<file path="src/hdl/usb_detect_defines.svh">
`ifndef USB_DETECT_DEFINES_SVH
`define USB_DETECT_DEFINES_SVH

// ----------------------------------------
// Register offsets
// ----------------------------------------
`define ADDR_INPUT_CTRL 8'h00
`define ADDR_CHARGE_CTRL 8'h01
`define ADDR_MISC_CTRL 8'h07
`define ADDR_STATUS 8'h08

// ----------------------------------------
// Field positions
// ----------------------------------------
`define STANDBY_BIT 7
`define LIMIT_MSB 2
`define LIMIT_LSB 0
`define CHG_MSB 5
`define CHG_LSB 4
`define MINSYS_MSB 3
`define MINSYS_LSB 1
`define FORCE_BIT 7
`define SRC_MSB 7
`define SRC_LSB 6
`define PG_BIT 2
`define MINSYS_STAT_BIT 0

// ----------------------------------------
// Reset values and codes
// ----------------------------------------
`define LIMIT_RESET 3'h2
`define MINSYS_RESET 3'h5
`define CHG_RESET 2'h1
`define CHG_ENABLED 2'h1
`define LIM_100MA 3'h0
`define LIM_500MA 3'h2
`define LIM_1A 3'h4
`define LIM_2A 3'h6
`define LIM_3A 3'h7
`define SRC_UNKNOWN 2'h0
`define SRC_HOST 2'h1
`define SRC_ADAPTER 2'h2

// ----------------------------------------
// Timing
// ----------------------------------------
`define CLK_PERIOD_NS 10
`define MS_TIME_NS 1000000
`define DCD_ON_TIME_MS 10'h028
`define DCD_TIMEOUT_MS 10'h1F4
`define PRIMARY_TIME_MS 10'h028

`endif

</file>
<file path="src/hdl/usb_detect_pkg.sv">
package usb_detect_pkg;

    // ----------------------------------------
    // Types
    // ----------------------------------------
    typedef enum logic [4:0] {
        ST_IDLE = 5'h01,
        ST_CONTACT = 5'h02,
        ST_PRIMARY = 5'h04,
        ST_NONSTD = 5'h08,
        ST_DONE = 5'h10
    } detect_state_t;

    typedef logic [2:0] limit_code_t;
    typedef logic [9:0] ms_count_t;

endpackage : usb_detect_pkg

</file>
<file path="src/hdl/ms_tick.sv">
`timescale 1ns/10ps

module ms_tick #(
    parameter int CYCLES = 100000
) (
    input wire logic clk_i,
    input wire logic rst_i,
    output logic tick_o
);

    // ----------------------------------------
    // One-cycle enable every CYCLES clocks
    // ----------------------------------------
    logic [31:0] div_reg;
    logic [31:0] div_next;
    logic tick_next;

    always_comb begin
        div_next = div_reg + 32'h1;
        tick_next = 1'b0;
        if (div_reg >= 32'(CYCLES - 1)) begin
            div_next = '0;
            tick_next = 1'b1;
        end
    end

    always_ff @(posedge clk_i) begin
        if (rst_i) begin
            div_reg <= '0;
            tick_o <= 1'b0;
        end else begin
            div_reg <= div_next;
            tick_o <= tick_next;
        end
    end

endmodule : ms_tick

</file>
<file path="src/hdl/sync_stage.sv">
`timescale 1ns/10ps

module sync_stage #(
    parameter int WIDTH = 1
) (
    input wire logic clk_i,
    input wire logic rst_i,
    input wire logic [WIDTH-1:0] async_i,
    output logic [WIDTH-1:0] sync_o
);

    // ----------------------------------------
    // Two flops; the first is read only by the second
    // ----------------------------------------
    logic [WIDTH-1:0] meta_reg;

    always_ff @(posedge clk_i) begin
        if (rst_i) begin
            meta_reg <= '0;
            sync_o <= '0;
        end else begin
            meta_reg <= async_i;
            sync_o <= meta_reg;
        end
    end

endmodule : sync_stage

</file>
<file path="src/hdl/usb_source_detect.sv">
// Decided for this implementation: the register offsets and strobed register access.
`timescale 1ns/10ps
`include "usb_detect_defines.svh"

module usb_source_detect #(
    parameter int TICK_CYCLES = `MS_TIME_NS / `CLK_PERIOD_NS
) (
    input wire logic clk_i,
    input wire logic rst_i,
    input wire logic [7:0] addr_i,
    input wire logic [7:0] wdata_i,
    input wire logic wr_i,
    input wire logic rd_i,
    output logic [7:0] rdata_o,
    input wire logic vbus_present_i,
    input wire logic power_good_i,
    input wire logic dp_high_i,
    input wire logic dm_high_i,
    input wire logic divider1_i,
    input wire logic divider2_i,
    input wire logic divider3_i,
    input wire logic sys_above_min_i,
    input wire logic min_sys_regulating_i,
    input wire logic [2:0] external_limit_pin_i,
    input wire logic watchdog_timeout_i,
    output logic dp_current_source_o,
    output logic dm_pulldown_o,
    output logic dp_voltage_source_o,
    output logic dm_current_sink_o,
    output logic [2:0] input_limit_o,
    output logic converter_enable_o,
    output logic battery_switch_o,
    output logic high_impedance_standby_o,
    output logic [2:0] min_sys_select_o,
    output logic power_good_event_o
);

    // ----------------------------------------
    // Helpers
    // ----------------------------------------
    function automatic logic elapsed(input usb_detect_pkg::ms_count_t cnt,
                                     input usb_detect_pkg::ms_count_t lim);
        elapsed = (cnt >= lim);
    endfunction : elapsed

    function automatic usb_detect_pkg::limit_code_t lower(input usb_detect_pkg::limit_code_t a,
                                                          input usb_detect_pkg::limit_code_t b);
        lower = (a < b) ? a : b;
    endfunction : lower

    // ----------------------------------------
    // Input synchronisers and ms tick
    // ----------------------------------------
    logic [11:0] sync_in;
    logic [11:0] sync_out;
    logic vbus_s, pg_s, dp_s, dm_s, div1_s, div2_s, div3_s, sys_ok_s, minreg_s;
    logic [2:0] ext_s;
    logic tick;

    assign sync_in = {vbus_present_i, power_good_i, dp_high_i, dm_high_i, divider1_i, divider2_i,
                      divider3_i, sys_above_min_i, min_sys_regulating_i, external_limit_pin_i};
    assign {vbus_s, pg_s, dp_s, dm_s, div1_s, div2_s, div3_s, sys_ok_s, minreg_s, ext_s} = sync_out;

    sync_stage #(.WIDTH(12)) u_sync (
        .clk_i(clk_i),
        .rst_i(rst_i),
        .async_i(sync_in),
        .sync_o(sync_out)
    );

    ms_tick #(.CYCLES(TICK_CYCLES)) u_tick (
        .clk_i(clk_i),
        .rst_i(rst_i),
        .tick_o(tick)
    );

    // ----------------------------------------
    // State
    // ----------------------------------------
    usb_detect_pkg::detect_state_t state_reg, state_next;
    usb_detect_pkg::ms_count_t ms_reg, ms_next;
    usb_detect_pkg::limit_code_t limit_reg, limit_next, eff_next;
    logic forced_reg, forced_next;
    logic standby_reg, standby_next;
    logic force_reg, force_next;
    logic [1:0] chg_reg, chg_next;
    logic [2:0] minsys_reg, minsys_next;
    logic [1:0] src_reg, src_next;
    logic pg_prev_reg;
    logic [7:0] rdata_next;
    logic attached, finish, conv_next;

    assign attached = vbus_s && pg_s && !standby_reg;

    // ----------------------------------------
    // Next-state logic
    // ----------------------------------------
    always_comb begin
        state_next = state_reg;
        ms_next = ms_reg;
        forced_next = forced_reg;
        limit_next = limit_reg;
        standby_next = standby_reg;
        force_next = force_reg;
        chg_next = chg_reg;
        minsys_next = minsys_reg;
        src_next = src_reg;
        finish = 1'b0;
        if (tick) begin
            ms_next = ms_reg + 10'h001;
        end
        unique case (state_reg)
            usb_detect_pkg::ST_IDLE: begin
                forced_next = 1'b0;
                if (attached) begin
                    state_next = usb_detect_pkg::ST_CONTACT;
                    ms_next = '0;
                end
            end
            usb_detect_pkg::ST_CONTACT: begin
                if (!attached) begin
                    state_next = usb_detect_pkg::ST_IDLE;
                end else if (elapsed(ms_reg, `DCD_ON_TIME_MS) && !dp_s) begin
                    state_next = usb_detect_pkg::ST_PRIMARY;
                    ms_next = '0;
                end else if (elapsed(ms_reg, `DCD_TIMEOUT_MS)) begin
                    state_next = usb_detect_pkg::ST_NONSTD;
                end
            end
            usb_detect_pkg::ST_PRIMARY: begin
                if (!attached) begin
                    state_next = usb_detect_pkg::ST_IDLE;
                end else if (elapsed(ms_reg, `PRIMARY_TIME_MS)) begin
                    finish = 1'b1;
                    src_next = dm_s ? `SRC_ADAPTER : `SRC_HOST;
                    limit_next = dm_s ? `LIM_3A : `LIM_500MA;
                end
            end
            usb_detect_pkg::ST_NONSTD: begin
                if (!attached) begin
                    state_next = usb_detect_pkg::ST_IDLE;
                end else begin
                    finish = 1'b1;
                    if (div1_s || div2_s) begin
                        src_next = `SRC_ADAPTER;
                        limit_next = `LIM_2A;
                    end else if (div3_s) begin
                        src_next = `SRC_ADAPTER;
                        limit_next = `LIM_1A;
                    end else begin
                        src_next = `SRC_UNKNOWN;
                        limit_next = `LIM_500MA;
                    end
                end
            end
            usb_detect_pkg::ST_DONE: begin
                if (!attached) begin
                    state_next = usb_detect_pkg::ST_IDLE;
                end else if (force_reg || watchdog_timeout_i) begin
                    state_next = usb_detect_pkg::ST_CONTACT;
                    forced_next = 1'b1;
                    ms_next = '0;
                end
            end
        endcase
        if (finish) begin
            state_next = usb_detect_pkg::ST_DONE;
            forced_next = 1'b0;
            force_next = 1'b0;
        end
        // Software writes land after hardware updates, so a set of the force bit wins
        if (wr_i) begin
            unique case (addr_i)
                `ADDR_INPUT_CTRL: begin
                    standby_next = wdata_i[`STANDBY_BIT];
                    limit_next = wdata_i[`LIMIT_MSB:`LIMIT_LSB];
                end
                `ADDR_CHARGE_CTRL: begin
                    chg_next = wdata_i[`CHG_MSB:`CHG_LSB];
                    minsys_next = wdata_i[`MINSYS_MSB:`MINSYS_LSB];
                end
                `ADDR_MISC_CTRL: begin
                    if (wdata_i[`FORCE_BIT]) begin
                        force_next = 1'b1;
                    end
                end
                default: begin
                end
            endcase
        end
    end

    // ----------------------------------------
    // Outputs and read data
    // ----------------------------------------
    always_comb begin
        if (forced_next || !sys_ok_s) begin
            eff_next = `LIM_100MA;
        end else begin
            eff_next = lower(limit_next, ext_s);
        end
        conv_next = (state_next == usb_detect_pkg::ST_DONE) && !forced_next;
        rdata_next = 8'h00;
        if (rd_i) begin
            unique case (addr_i)
                `ADDR_INPUT_CTRL: begin
                    rdata_next[`STANDBY_BIT] = standby_reg;
                    rdata_next[`LIMIT_MSB:`LIMIT_LSB] = limit_reg;
                end
                `ADDR_CHARGE_CTRL: begin
                    rdata_next[`CHG_MSB:`CHG_LSB] = chg_reg;
                    rdata_next[`MINSYS_MSB:`MINSYS_LSB] = minsys_reg;
                end
                `ADDR_MISC_CTRL: begin
                    rdata_next[`FORCE_BIT] = force_reg;
                end
                `ADDR_STATUS: begin
                    rdata_next[`SRC_MSB:`SRC_LSB] = src_reg;
                    rdata_next[`PG_BIT] = pg_s;
                    rdata_next[`MINSYS_STAT_BIT] = minreg_s;
                end
                default: begin
                end
            endcase
        end
    end

    // ----------------------------------------
    // Registers
    // ----------------------------------------
    always_ff @(posedge clk_i) begin
        if (rst_i) begin
            state_reg <= usb_detect_pkg::ST_IDLE;
            ms_reg <= '0;
            forced_reg <= 1'b0;
            limit_reg <= `LIMIT_RESET;
            standby_reg <= 1'b0;
            force_reg <= 1'b0;
            chg_reg <= `CHG_RESET;
            minsys_reg <= `MINSYS_RESET;
            src_reg <= `SRC_UNKNOWN;
            pg_prev_reg <= 1'b0;
            rdata_o <= 8'h00;
            dp_current_source_o <= 1'b0;
            dm_pulldown_o <= 1'b0;
            dp_voltage_source_o <= 1'b0;
            dm_current_sink_o <= 1'b0;
            input_limit_o <= `LIM_100MA;
            converter_enable_o <= 1'b0;
            battery_switch_o <= 1'b1;
            high_impedance_standby_o <= 1'b0;
            min_sys_select_o <= `MINSYS_RESET;
            power_good_event_o <= 1'b0;
        end else begin
            state_reg <= state_next;
            ms_reg <= ms_next;
            forced_reg <= forced_next;
            limit_reg <= limit_next;
            standby_reg <= standby_next;
            force_reg <= force_next;
            chg_reg <= chg_next;
            minsys_reg <= minsys_next;
            src_reg <= src_next;
            pg_prev_reg <= pg_s;
            rdata_o <= rdata_next;
            dp_current_source_o <= (state_next == usb_detect_pkg::ST_CONTACT);
            dm_pulldown_o <= (state_next == usb_detect_pkg::ST_CONTACT);
            dp_voltage_source_o <= (state_next == usb_detect_pkg::ST_PRIMARY);
            dm_current_sink_o <= (state_next == usb_detect_pkg::ST_PRIMARY);
            input_limit_o <= eff_next;
            converter_enable_o <= conv_next;
            battery_switch_o <= !(conv_next && (chg_next != `CHG_ENABLED));
            high_impedance_standby_o <= standby_next;
            min_sys_select_o <= minsys_next;
            power_good_event_o <= pg_s && !pg_prev_reg;
        end
    end
endmodule : usb_source_detect
</file>
<file path="config.mk">
export PLATFORM = sky130hd
export DESIGN_NAME = usb_source_detect
export DESIGN_NICKNAME = d
export VERILOG_FILES = /design/src/hdl/usb_detect_pkg.sv /design/src/hdl/ms_tick.sv /design/src/hdl/sync_stage.sv /design/src/hdl/usb_source_detect.sv
export VERILOG_INCLUDE_DIRS = /design/src /design/src/hdl
export SDC_FILE = /design/constraint.sdc
export NUM_CORES = 1
export LEC_CHECK = 0
export BUFFER_PORTS_ARGS = -buffer_cell sky130_fd_sc_hd__clkbuf_2
export CAP_MARGIN = 20
export CORE_MARGIN = 2
export CORE_UTILIZATION = 51
export CTS_CLUSTER_DIAMETER = 200
export DETAILED_ROUTE_END_ITERATION = 16
export PLACE_DENSITY = 0.82
export SYNTH_ARGS = -nofsm -noshare
export SYNTH_HDL_FRONTEND = slang
export SYNTH_SLANG_ARGS = --single-unit
</file>
<file path="constraint.sdc">
create_clock -name clk_i -period 3 [get_ports clk_i]
set_input_delay 0 -clock clk_i [delete_from_list [all_inputs] [get_ports clk_i]]
set_output_delay 0 -clock clk_i [all_outputs]
set_load 0.01 [all_outputs]
</file>
==> flow_results.org, run 1 <==
** Critical path
- The worst register-to-register path begins at state_reg[4].
- By startpoint and endpoint, the worst setup path is classified as reg -> reg.
- In this run the worst setup path begins at state_reg[4].
- In this run the worst setup path terminates at input_limit_o[1].
- Destination of the worst register-to-register timing path :: input_limit_o[1]
- For flop-to-flop paths, the worst setup slack is between 0.1 and 0.15 ns.
- The worst register-to-register path has a depth of 11.
- Worst Path Arrival :: slightly above 3 ns
- Launching element type of the critical path :: register
- Data required time at the worst endpoint :: 3.26 ns
- Kind of end point of the critical path :: register
- Crit Path Max Fanout :: 6

** Logic synthesis
- Most area-hungry cell type in the Yosys netlist :: sky130_fd_sc_hd__dfxtp_1
- Synthesis instantiated just over 60 different standard cells from the library.
- A synthesized cell averages 9.537 um^2.
- Number of cells produced by synthesis :: around 430
- After synthesis the netlist holds a flip-flop and latch count of around 100.
- Sequential elements use roughly 50% of the synthesized area.
- Cell types with the highest counts after synthesis :: 102 x sky130_fd_sc_hd__dfxtp_1, 48 x sky130_fd_sc_hd__nor2_1, 30 x sky130_fd_sc_hd__nor2b_1
- After synthesis the cells add up to 4063 um^2.
- Most frequent cell after synthesis :: sky130_fd_sc_hd__dfxtp_1
- In this run the biggest area consumer among cell types represents about 50% of the synthesized area.
- Most frequently used flop master after synthesis :: sky130_fd_sc_hd__dfxtp_1
- Sorting the synthesized cells by area gives the leading types as sky130_fd_sc_hd__dfxtp_1 50%, sky130_fd_sc_hd__nor2b_1 4.6%, sky130_fd_sc_hd__nor2_1 4.4%.
- The Yosys step of the flow raised 0 warnings.
- After synthesis, the share of flip-flops with an asynchronous set or reset is 0%.
- Number of synthesized flops with an enable pin :: 0

** Pwr
- Proportion of total power due to net switching :: approximately a quarter
- Reg power frac :: ~58%
- Static Leakage :: 1.998 nW
- Total internal power :: around 0.0018 W
- Power share of the clock group :: a little under two fifths
- The share of total power dissipated in combinational logic is about 5%.
- Across the VDD grid, the largest voltage drop is 0.0004615 V.
- Net switching power of the design :: approximately 0.00057 W
- Power spread over the standard cell area amounts to roughly 490 nW/um^2.

** Global route
- Number of global-route vias before repair :: 3284
- GRT Overall Usage :: between 20 and 25%
- The number of antenna violations at the first check in global routing is 0.
- After global routing the overflow that remains totals 0.
- Pin count of the biggest net entering global routing :: 26
- Wire length of the first global-routing pass :: between 15 and 20 mm

** Floorplan
- In this run the count of I/O pins placed on the die edge is 55.
- After floorplanning, the core was divided into 32 placement rows.
- Total Die Area :: between 8000 and 9000 um^2
- From bottom edge to top edge, the die measures just over 90 um.
- Once the floorplan was initialized, standard cells occupied a little over half of the core.
- Measured along the x axis, the die boundary spans ~93 um.
- The total area inside the core boundary comes to 7727 um^2.

** Placement
- Port Buffers :: 53
- Once detailed placement completed, the half-perimeter wirelength came to 6.033 mm.
- OpenSTA, run right after detailed placement, puts the worst setup slack at ~0.023 ns.
- Routability-driven placement finished with a final weighted congestion of roughly 0.86.

** Timing
- Post-route worst hold slack :: 0.1343 ns
- # setup viols final :: 0
- The final critical path takes up 95.04% of the cycle.
- Max Clock Skew :: 0.008021 ns
- For the pin with the worst max-slew slack, the measured transition is slightly above 0.7 ns.
- Max-slew violation count :: 0
- Final Hold Fails :: 0
- Setup repair after global routing left no endpoint under its margin.
- Worst path setup slack after routing :: 0.1487 ns
- Counting I/O delays and the setup requirement, the final critical path takes 2.851 ns.
- Maximum clock frequency :: ~350 MHz
- Setup Total Neg Slack :: 0 ns
- Slew Limit Headroom :: a little over half

** Route
- For this run, design rule violations remaining after detail routing come to 0.
- For this block, the initial DRC count from the detailed router was roughly 260.
- Before antenna repair, the detailed router went through 4 iterations.
- For this block, the routed nets add up to ~8.8 mm of wire.
- Total number of vias :: between 3k and 4k
- After detailed routing, the average wire length per cell comes to between 10 and 15 um.
- Via/cell ratio :: ~5.4
- Antenna-violating nets left :: 0

** Clocking
- Clock tree synthesis found a total of 102 sinks.
- At the later pin of the worst-skew pair, clock insertion delay measures 0.37 ns.
- In this run, CTS created clock tree buffers numbering 9.
- TritonCTS clock tree :: yes
- CTS Buffer Depth :: 2
- Clock transition at the registers of the reported paths :: 0.10 ns
- The tree is rooted in a sky130_fd_sc_hd__clkbuf_8.
- CTS built an H-tree with a depth of 3.

** Cells and area
- Compared with the post-synthesis result, the final layout area differs by 22.02%.
- Max reg flops :: 32
- In the final design database the tool counted approximately 560 nets.
- In the final layout, the share of cells above drive strength 1 is 18.10%.
- The repair_antennas step left the layout with diodes totalling 0.

** Worst hold path
- In this run the worst hold path is classified as in -> reg.

** Job
- Max-cap violations :: 0

** Outcome
- The run finished with clean final reports.
[logic make-up (layout without fill, tap and decap cells)]
family                   Yosys count  in the layout  synth area share [%]
AND/OR/NAND/NOR                  190            190                 25.56
other                              1             15               0.09230
XOR/XNOR                          27             27                 5.821
flip-flops                       102            102                 50.26
adder cells (fa/ha/maj)            5              5                 1.540
multiplexers                      11             11                 2.741
AO/OA/AOI/OAI                     57             57                 10.50
buffers and inverters             33            118                 3.480
[cell type report]
class,count,area [um^2]
fill,609,2770
inverter,14,52.55
clock inverter,7,80.08
timing repair buffer,88,588.1
tap,102,127.6
sequential,102,2042
multi-input combinational,305,1943
clock buffer,9,123.9
[power groups by stage]
| stage | Clock (W) | Combinational (W) | Sequential, W |
|---|---|---|---|
| 2_1_floorplan | 0 | 0.0000576 | 0.00143 |
| 3_3_place_gp | 0 | 0.0000912 | 0.00143 |
| 3_5_place_dp | 0 | 0.0000944 | 0.00143 |
| 4_1_cts | 0.000912 | 0.000119 | 0.00140 |
| 5_1_grt | 0.000970 | 0.000136 | 0.00140 |
| 6_report | 0.000899 | 0.000122 | 0.00140 |
[cell usage in the layout (no fill, tap or decap), types with 4 or more instances in the layout]
master and n:
sky130_fd_sc_hd__o21ai_0 6, sky130_fd_sc_hd__ha_1 5, sky130_fd_sc_hd__mux2i_1 10, sky130_fd_sc_hd__conb_1 15
sky130_fd_sc_hd__nand4_1 7, sky130_fd_sc_hd__and3b_1 4, sky130_fd_sc_hd__clkbuf_8 9, sky130_fd_sc_hd__nand3_1 11
sky130_fd_sc_hd__nor3_1 23, sky130_fd_sc_hd__inv_1 14, sky130_fd_sc_hd__dlygate4sd3_1 24, sky130_fd_sc_hd__nor2b_1 30
sky130_fd_sc_hd__nand2_1 22, sky130_fd_sc_hd__buf_4 11, sky130_fd_sc_hd__xor2_1 17, sky130_fd_sc_hd__and3_1 6
sky130_fd_sc_hd__clkbuf_2 53, sky130_fd_sc_hd__xnor2_1 10, sky130_fd_sc_hd__nor2_1 48, sky130_fd_sc_hd__a21oi_1 10
sky130_fd_sc_hd__nor4_1 11, sky130_fd_sc_hd__dfxtp_1 102, sky130_fd_sc_hd__or2_2 4
[how the worst min path moves through the flow]
stage,startpoint,to,slack [ns],cells after the start
final,addr_i[1],rdata_o[7],0.13,4
after CTS,addr_i[1],rdata_o[7],0.13,4
after floorplan,external_limit_pin_i[0],u_sync.meta_reg[0],0.13,1
after global placement,external_limit_pin_i[0],u_sync.meta_reg[0],0.21,2
after detailed placement,sys_above_min_i,u_sync.meta_reg[4],0.22,2
after global routing,addr_i[1],rdata_o[7],0.14,4
[routing by layer]
layer	track usage [%]	routed length, um
met3	4.915	598
met5	0	0
met4	7.721	169
met2	36.81	4319
met1	26.58	3713
[metrics by stage]
step / utilization [%] / cells / power [W] / area (um^2)
6_report: 64.15 / 627 / 0.002418 / 4957
5_1_grt: 64.15 / 627 / 0.002509 / 4957
4_1_cts: 64.05 / 627 / 0.002429 / 4950
3_5_place_dp: 58.26 / 587 / 0.001523 / 4502
3_3_place_gp: 58.26 / 587 / 0.001519 / 4502
2_1_floorplan: - / 440 / 0.001483 / 4115
[critical path, cell delays in order (launching register included)]
cell and delay, ns:
sky130_fd_sc_hd__dfxtp_1 0.33, sky130_fd_sc_hd__or4_4 0.57, sky130_fd_sc_hd__a211oi_2 0.25, sky130_fd_sc_hd__o21a_2 0.19, sky130_fd_sc_hd__o211ai_1 0.10, sky130_fd_sc_hd__o21a_1 0.14, sky130_fd_sc_hd__ha_1 0.33, sky130_fd_sc_hd__a21oi_4 0.23
sky130_fd_sc_hd__nand3_1 0.12, sky130_fd_sc_hd__o2bb2ai_2 0.19, sky130_fd_sc_hd__mux2i_1 0.25, sky130_fd_sc_hd__nor2_1 0.05
[timing repair]
action,in CTS,in global routing
buffers inserted,0,0
gates resized for setup,1,1
hold endpoints to repair,25,0
endpoints found under the setup margin,1,1
pin swaps,0,1
hold buffers,24,0
Power figures use the tool's default switching activity.
==> run 2, diff against run 1 <==
--- a/config.mk
+++ b/config.mk
@@ -9,10 +9,10 @@
 export BUFFER_PORTS_ARGS = -buffer_cell sky130_fd_sc_hd__clkbuf_2
 export CAP_MARGIN = 20
 export CORE_MARGIN = 2
-export CORE_UTILIZATION = 51
+export CORE_UTILIZATION = 41
 export CTS_CLUSTER_DIAMETER = 200
 export DETAILED_ROUTE_END_ITERATION = 16
-export PLACE_DENSITY = 0.82
+export PLACE_DENSITY = 0.69
 export SYNTH_ARGS = -nofsm -noshare
 export SYNTH_HDL_FRONTEND = slang
 export SYNTH_SLANG_ARGS = --single-unit
==> flow_results.org, run 2 (synthesized netlist as in run 1, its figures left out) <==
** Outcome
- Run status :: completed

** Worst hold path
- The min-delay analysis places its worst path in the category in -> reg.

** Route
- Via/cell ratio :: between 5 and 6
- Pre-antenna DRT Iters :: 4
- Violation count after the first detailed-routing iteration :: 152
- Total number of vias :: 3304
- Detailed-route wire length per cell :: 12.88 um
- Wires add up to between 8 and 9 mm.
- For this run, design rule violations remaining after detail routing come to 0.
- Antenna-violating nets left :: 0

** Pwr
- Power, Total :: about 0.0023 W
- For this design the static power due to leakage is between 1.5 and 2 nW.
- Maximum resistive drop on vdd :: ~0.00037 V
- Pwr per Cell Area :: 468.5 nW/um^2

** Timing
- At the pin with the least slew margin, the transition time is approximately 0.76 ns.
- Setup repair after global routing left no endpoint under its margin.
- # setup viols final :: 0
- Max-slew violation count :: 0
- The final hold violation count is 0.
- Setup Total Neg Slack :: 0 ns
- Max Clock Skew :: 0.01007 ns
- Slew Limit Headroom :: around half
- Once routing completed, OpenROAD measured the worst setup slack at about 0.22 ns.
- The worst path needs 2.784 ns of the cycle, external delays included.
- Dividing the final minimum period by the clock period gives ~93%.
- Maximum clock frequency :: roughly 360 MHz

** Floorplan
- Die extent in x :: 103.5 um
- Initial standard-cell utilization of the core :: roughly two fifths
- The die covers between 10000 and 15000 um^2.
- Boundary pin count :: 55
- From bottom edge to top edge, the die measures just over 100 um.
- Total number of placement rows :: 36
- The core region is about 9700 um^2.

** Cells and area
- In the final layout, the share of cells above drive strength 1 is between 10% and 20%.
- The register with the most flip-flops in the layout has 32 of them.
- With fillers left out, the area of the finished cells amounts to a little under 5000 um^2.
- Most used cells in the layout excluding fill and tap cells :: 102 x sky130_fd_sc_hd__dfxtp_1, 53 x sky130_fd_sc_hd__clkbuf_2, 48 x sky130_fd_sc_hd__nor2_1
- Diode insertion count for antenna repair :: 0
- At the end of the flow, the number of nets in the layout was about 560.
- Synth-to-Final Area Change :: 22.21%
- The library cell used most frequently in the layout, excluding fill and tap cells, is sky130_fd_sc_hd__dfxtp_1.

** Global route
- Number of antenna violations at the first check in global routing :: 0
- Global routing consumed, on the met1 layer, approximately 19% of the routing resources.
- Pin count of the biggest net entering global routing :: 22
- Global-route met2 utilization :: about 29%
- GRT Overall Usage :: about 16%
- Total congestion overflow after global routing :: 0
- Number of global-route vias before repair :: 3172
- Top Usage Layer GRT :: met2
- GR met3 Demand/Resource :: 3.461%
- The first global-routing pass estimated approximately 14 mm of wire.

** Critical path
- The critical path is of the reg -> reg type.
- Data required time at the worst endpoint :: 3.27 ns
- Worst Path Arrival :: 3.05 ns
- STA classifies the critical path startpoint as a register.
- Crit Path Max Fanout :: 11
- Critical Path, Cell by Cell :: nor4_2 > and2_1 > o21a_2 > o211ai_1 > o21a_1 > ha_1 > a21oi_1 > buf_4 > o2bb2ai_2 > mux2i_1 > nor2_1
- For this run, the slowest stage of the critical path takes roughly 0.48 ns.
- Critical Path Slowest Stage Cell :: sky130_fd_sc_hd__nor4_2
- Crit path buffers/inverters :: 1
- Cell type group with the largest total delay on the critical path :: simple AND/OR/NAND/NOR gates
- The worst setup path is captured at a register.

** Clocking
- CTS Buffer Depth :: 2
- After clock tree synthesis, the clock-pin slew on the worst setup and hold paths is 0.10 ns.
- Buffers added to address setup during post-CTS repair amount to 0.
- Root Buffer :: sky130_fd_sc_hd__clkbuf_8
- Clock tree synthesis found a total of about 100 sinks.
- The H-tree was split into 3 levels.
- Clock latency on the worst-skew pair, taken at its later pin, is between 0.3 and 0.4 ns.
- TritonCTS built the clock tree.
- CTS buffer count :: 9

** Placement
- Port Buffers :: 53
- After detailed placement, the total cell area comes to roughly 4500 um^2.
- GP Congestion :: about 0.82
- Detailed placement finished with a half-perimeter wire length of around 6 mm.
- OpenSTA, run right after detailed placement, puts the worst setup slack at approximately 0.22 ns.

** Job
- Max-cap violations :: 0
## run 2: worst paths after layout
path | from | endpoint | slack (ns) | cells after the start
worst max-delay path | state_reg[2] | input_limit_o[1] | 0.22 | 11
worst min-delay path | rst_i | minsys_reg[1] | 0.09 | 2
worst max register to register | state_reg[2] | input_limit_o[1] | 0.22 | 11
worst min register to register | pg_prev_reg | power_good_event_o | 0.39 | 1
## run 2: stage by stage
step	util, %	hold slack [ns]	cells
final	51.27	0.08848	658
after global routing	51.27	0.1142	658
after CTS	51.27	0.09363	658
after detailed placement	46.89	0.2293	618
after global placement	46.89	0.2170	618
after floorplan	-	0.1282	440
## run 2: cell type report
| class | count | area (um^2) |
|---|---|---|
| repair buffers | 88 | 588.1 |
| fillers | 893 | 4720 |
| inverters | 14 | 52.55 |
| well taps | 133 | 166.4 |
| multi-input cells | 305 | 1932 |
| clock buffers | 10 | 127.6 |
| clock inverters | 6 | 56.30 |
| flip-flops and latches | 102 | 2042 |
## run 2: layer usage
layer / vias to the layer above / routed length, um
li1: 1667 / -
met2: 89 / 4227
met3: 13 / 431
met4: 0 / 127
met5: - / 0
met1: 1535 / 3690
## run 2: timing repair
item,in CTS,in global routing
gates resized for setup,0,0
endpoints found under the hold margin,25,0
hold buffers,24,0
endpoints found under the setup margin,0,0
## run 2: power by group
| group | internal (W) | total [W] | switching [W] |
|---|---|---|---|
| combinational | 0.0000644 | 0.000119 | 0.0000549 |
| sequential | 0.00138 | 0.00140 | 0.0000137 |
| clock | 0.000315 | 0.000808 | 0.000494 |
| total | 0.00176 | 0.00233 | 0.000562 |
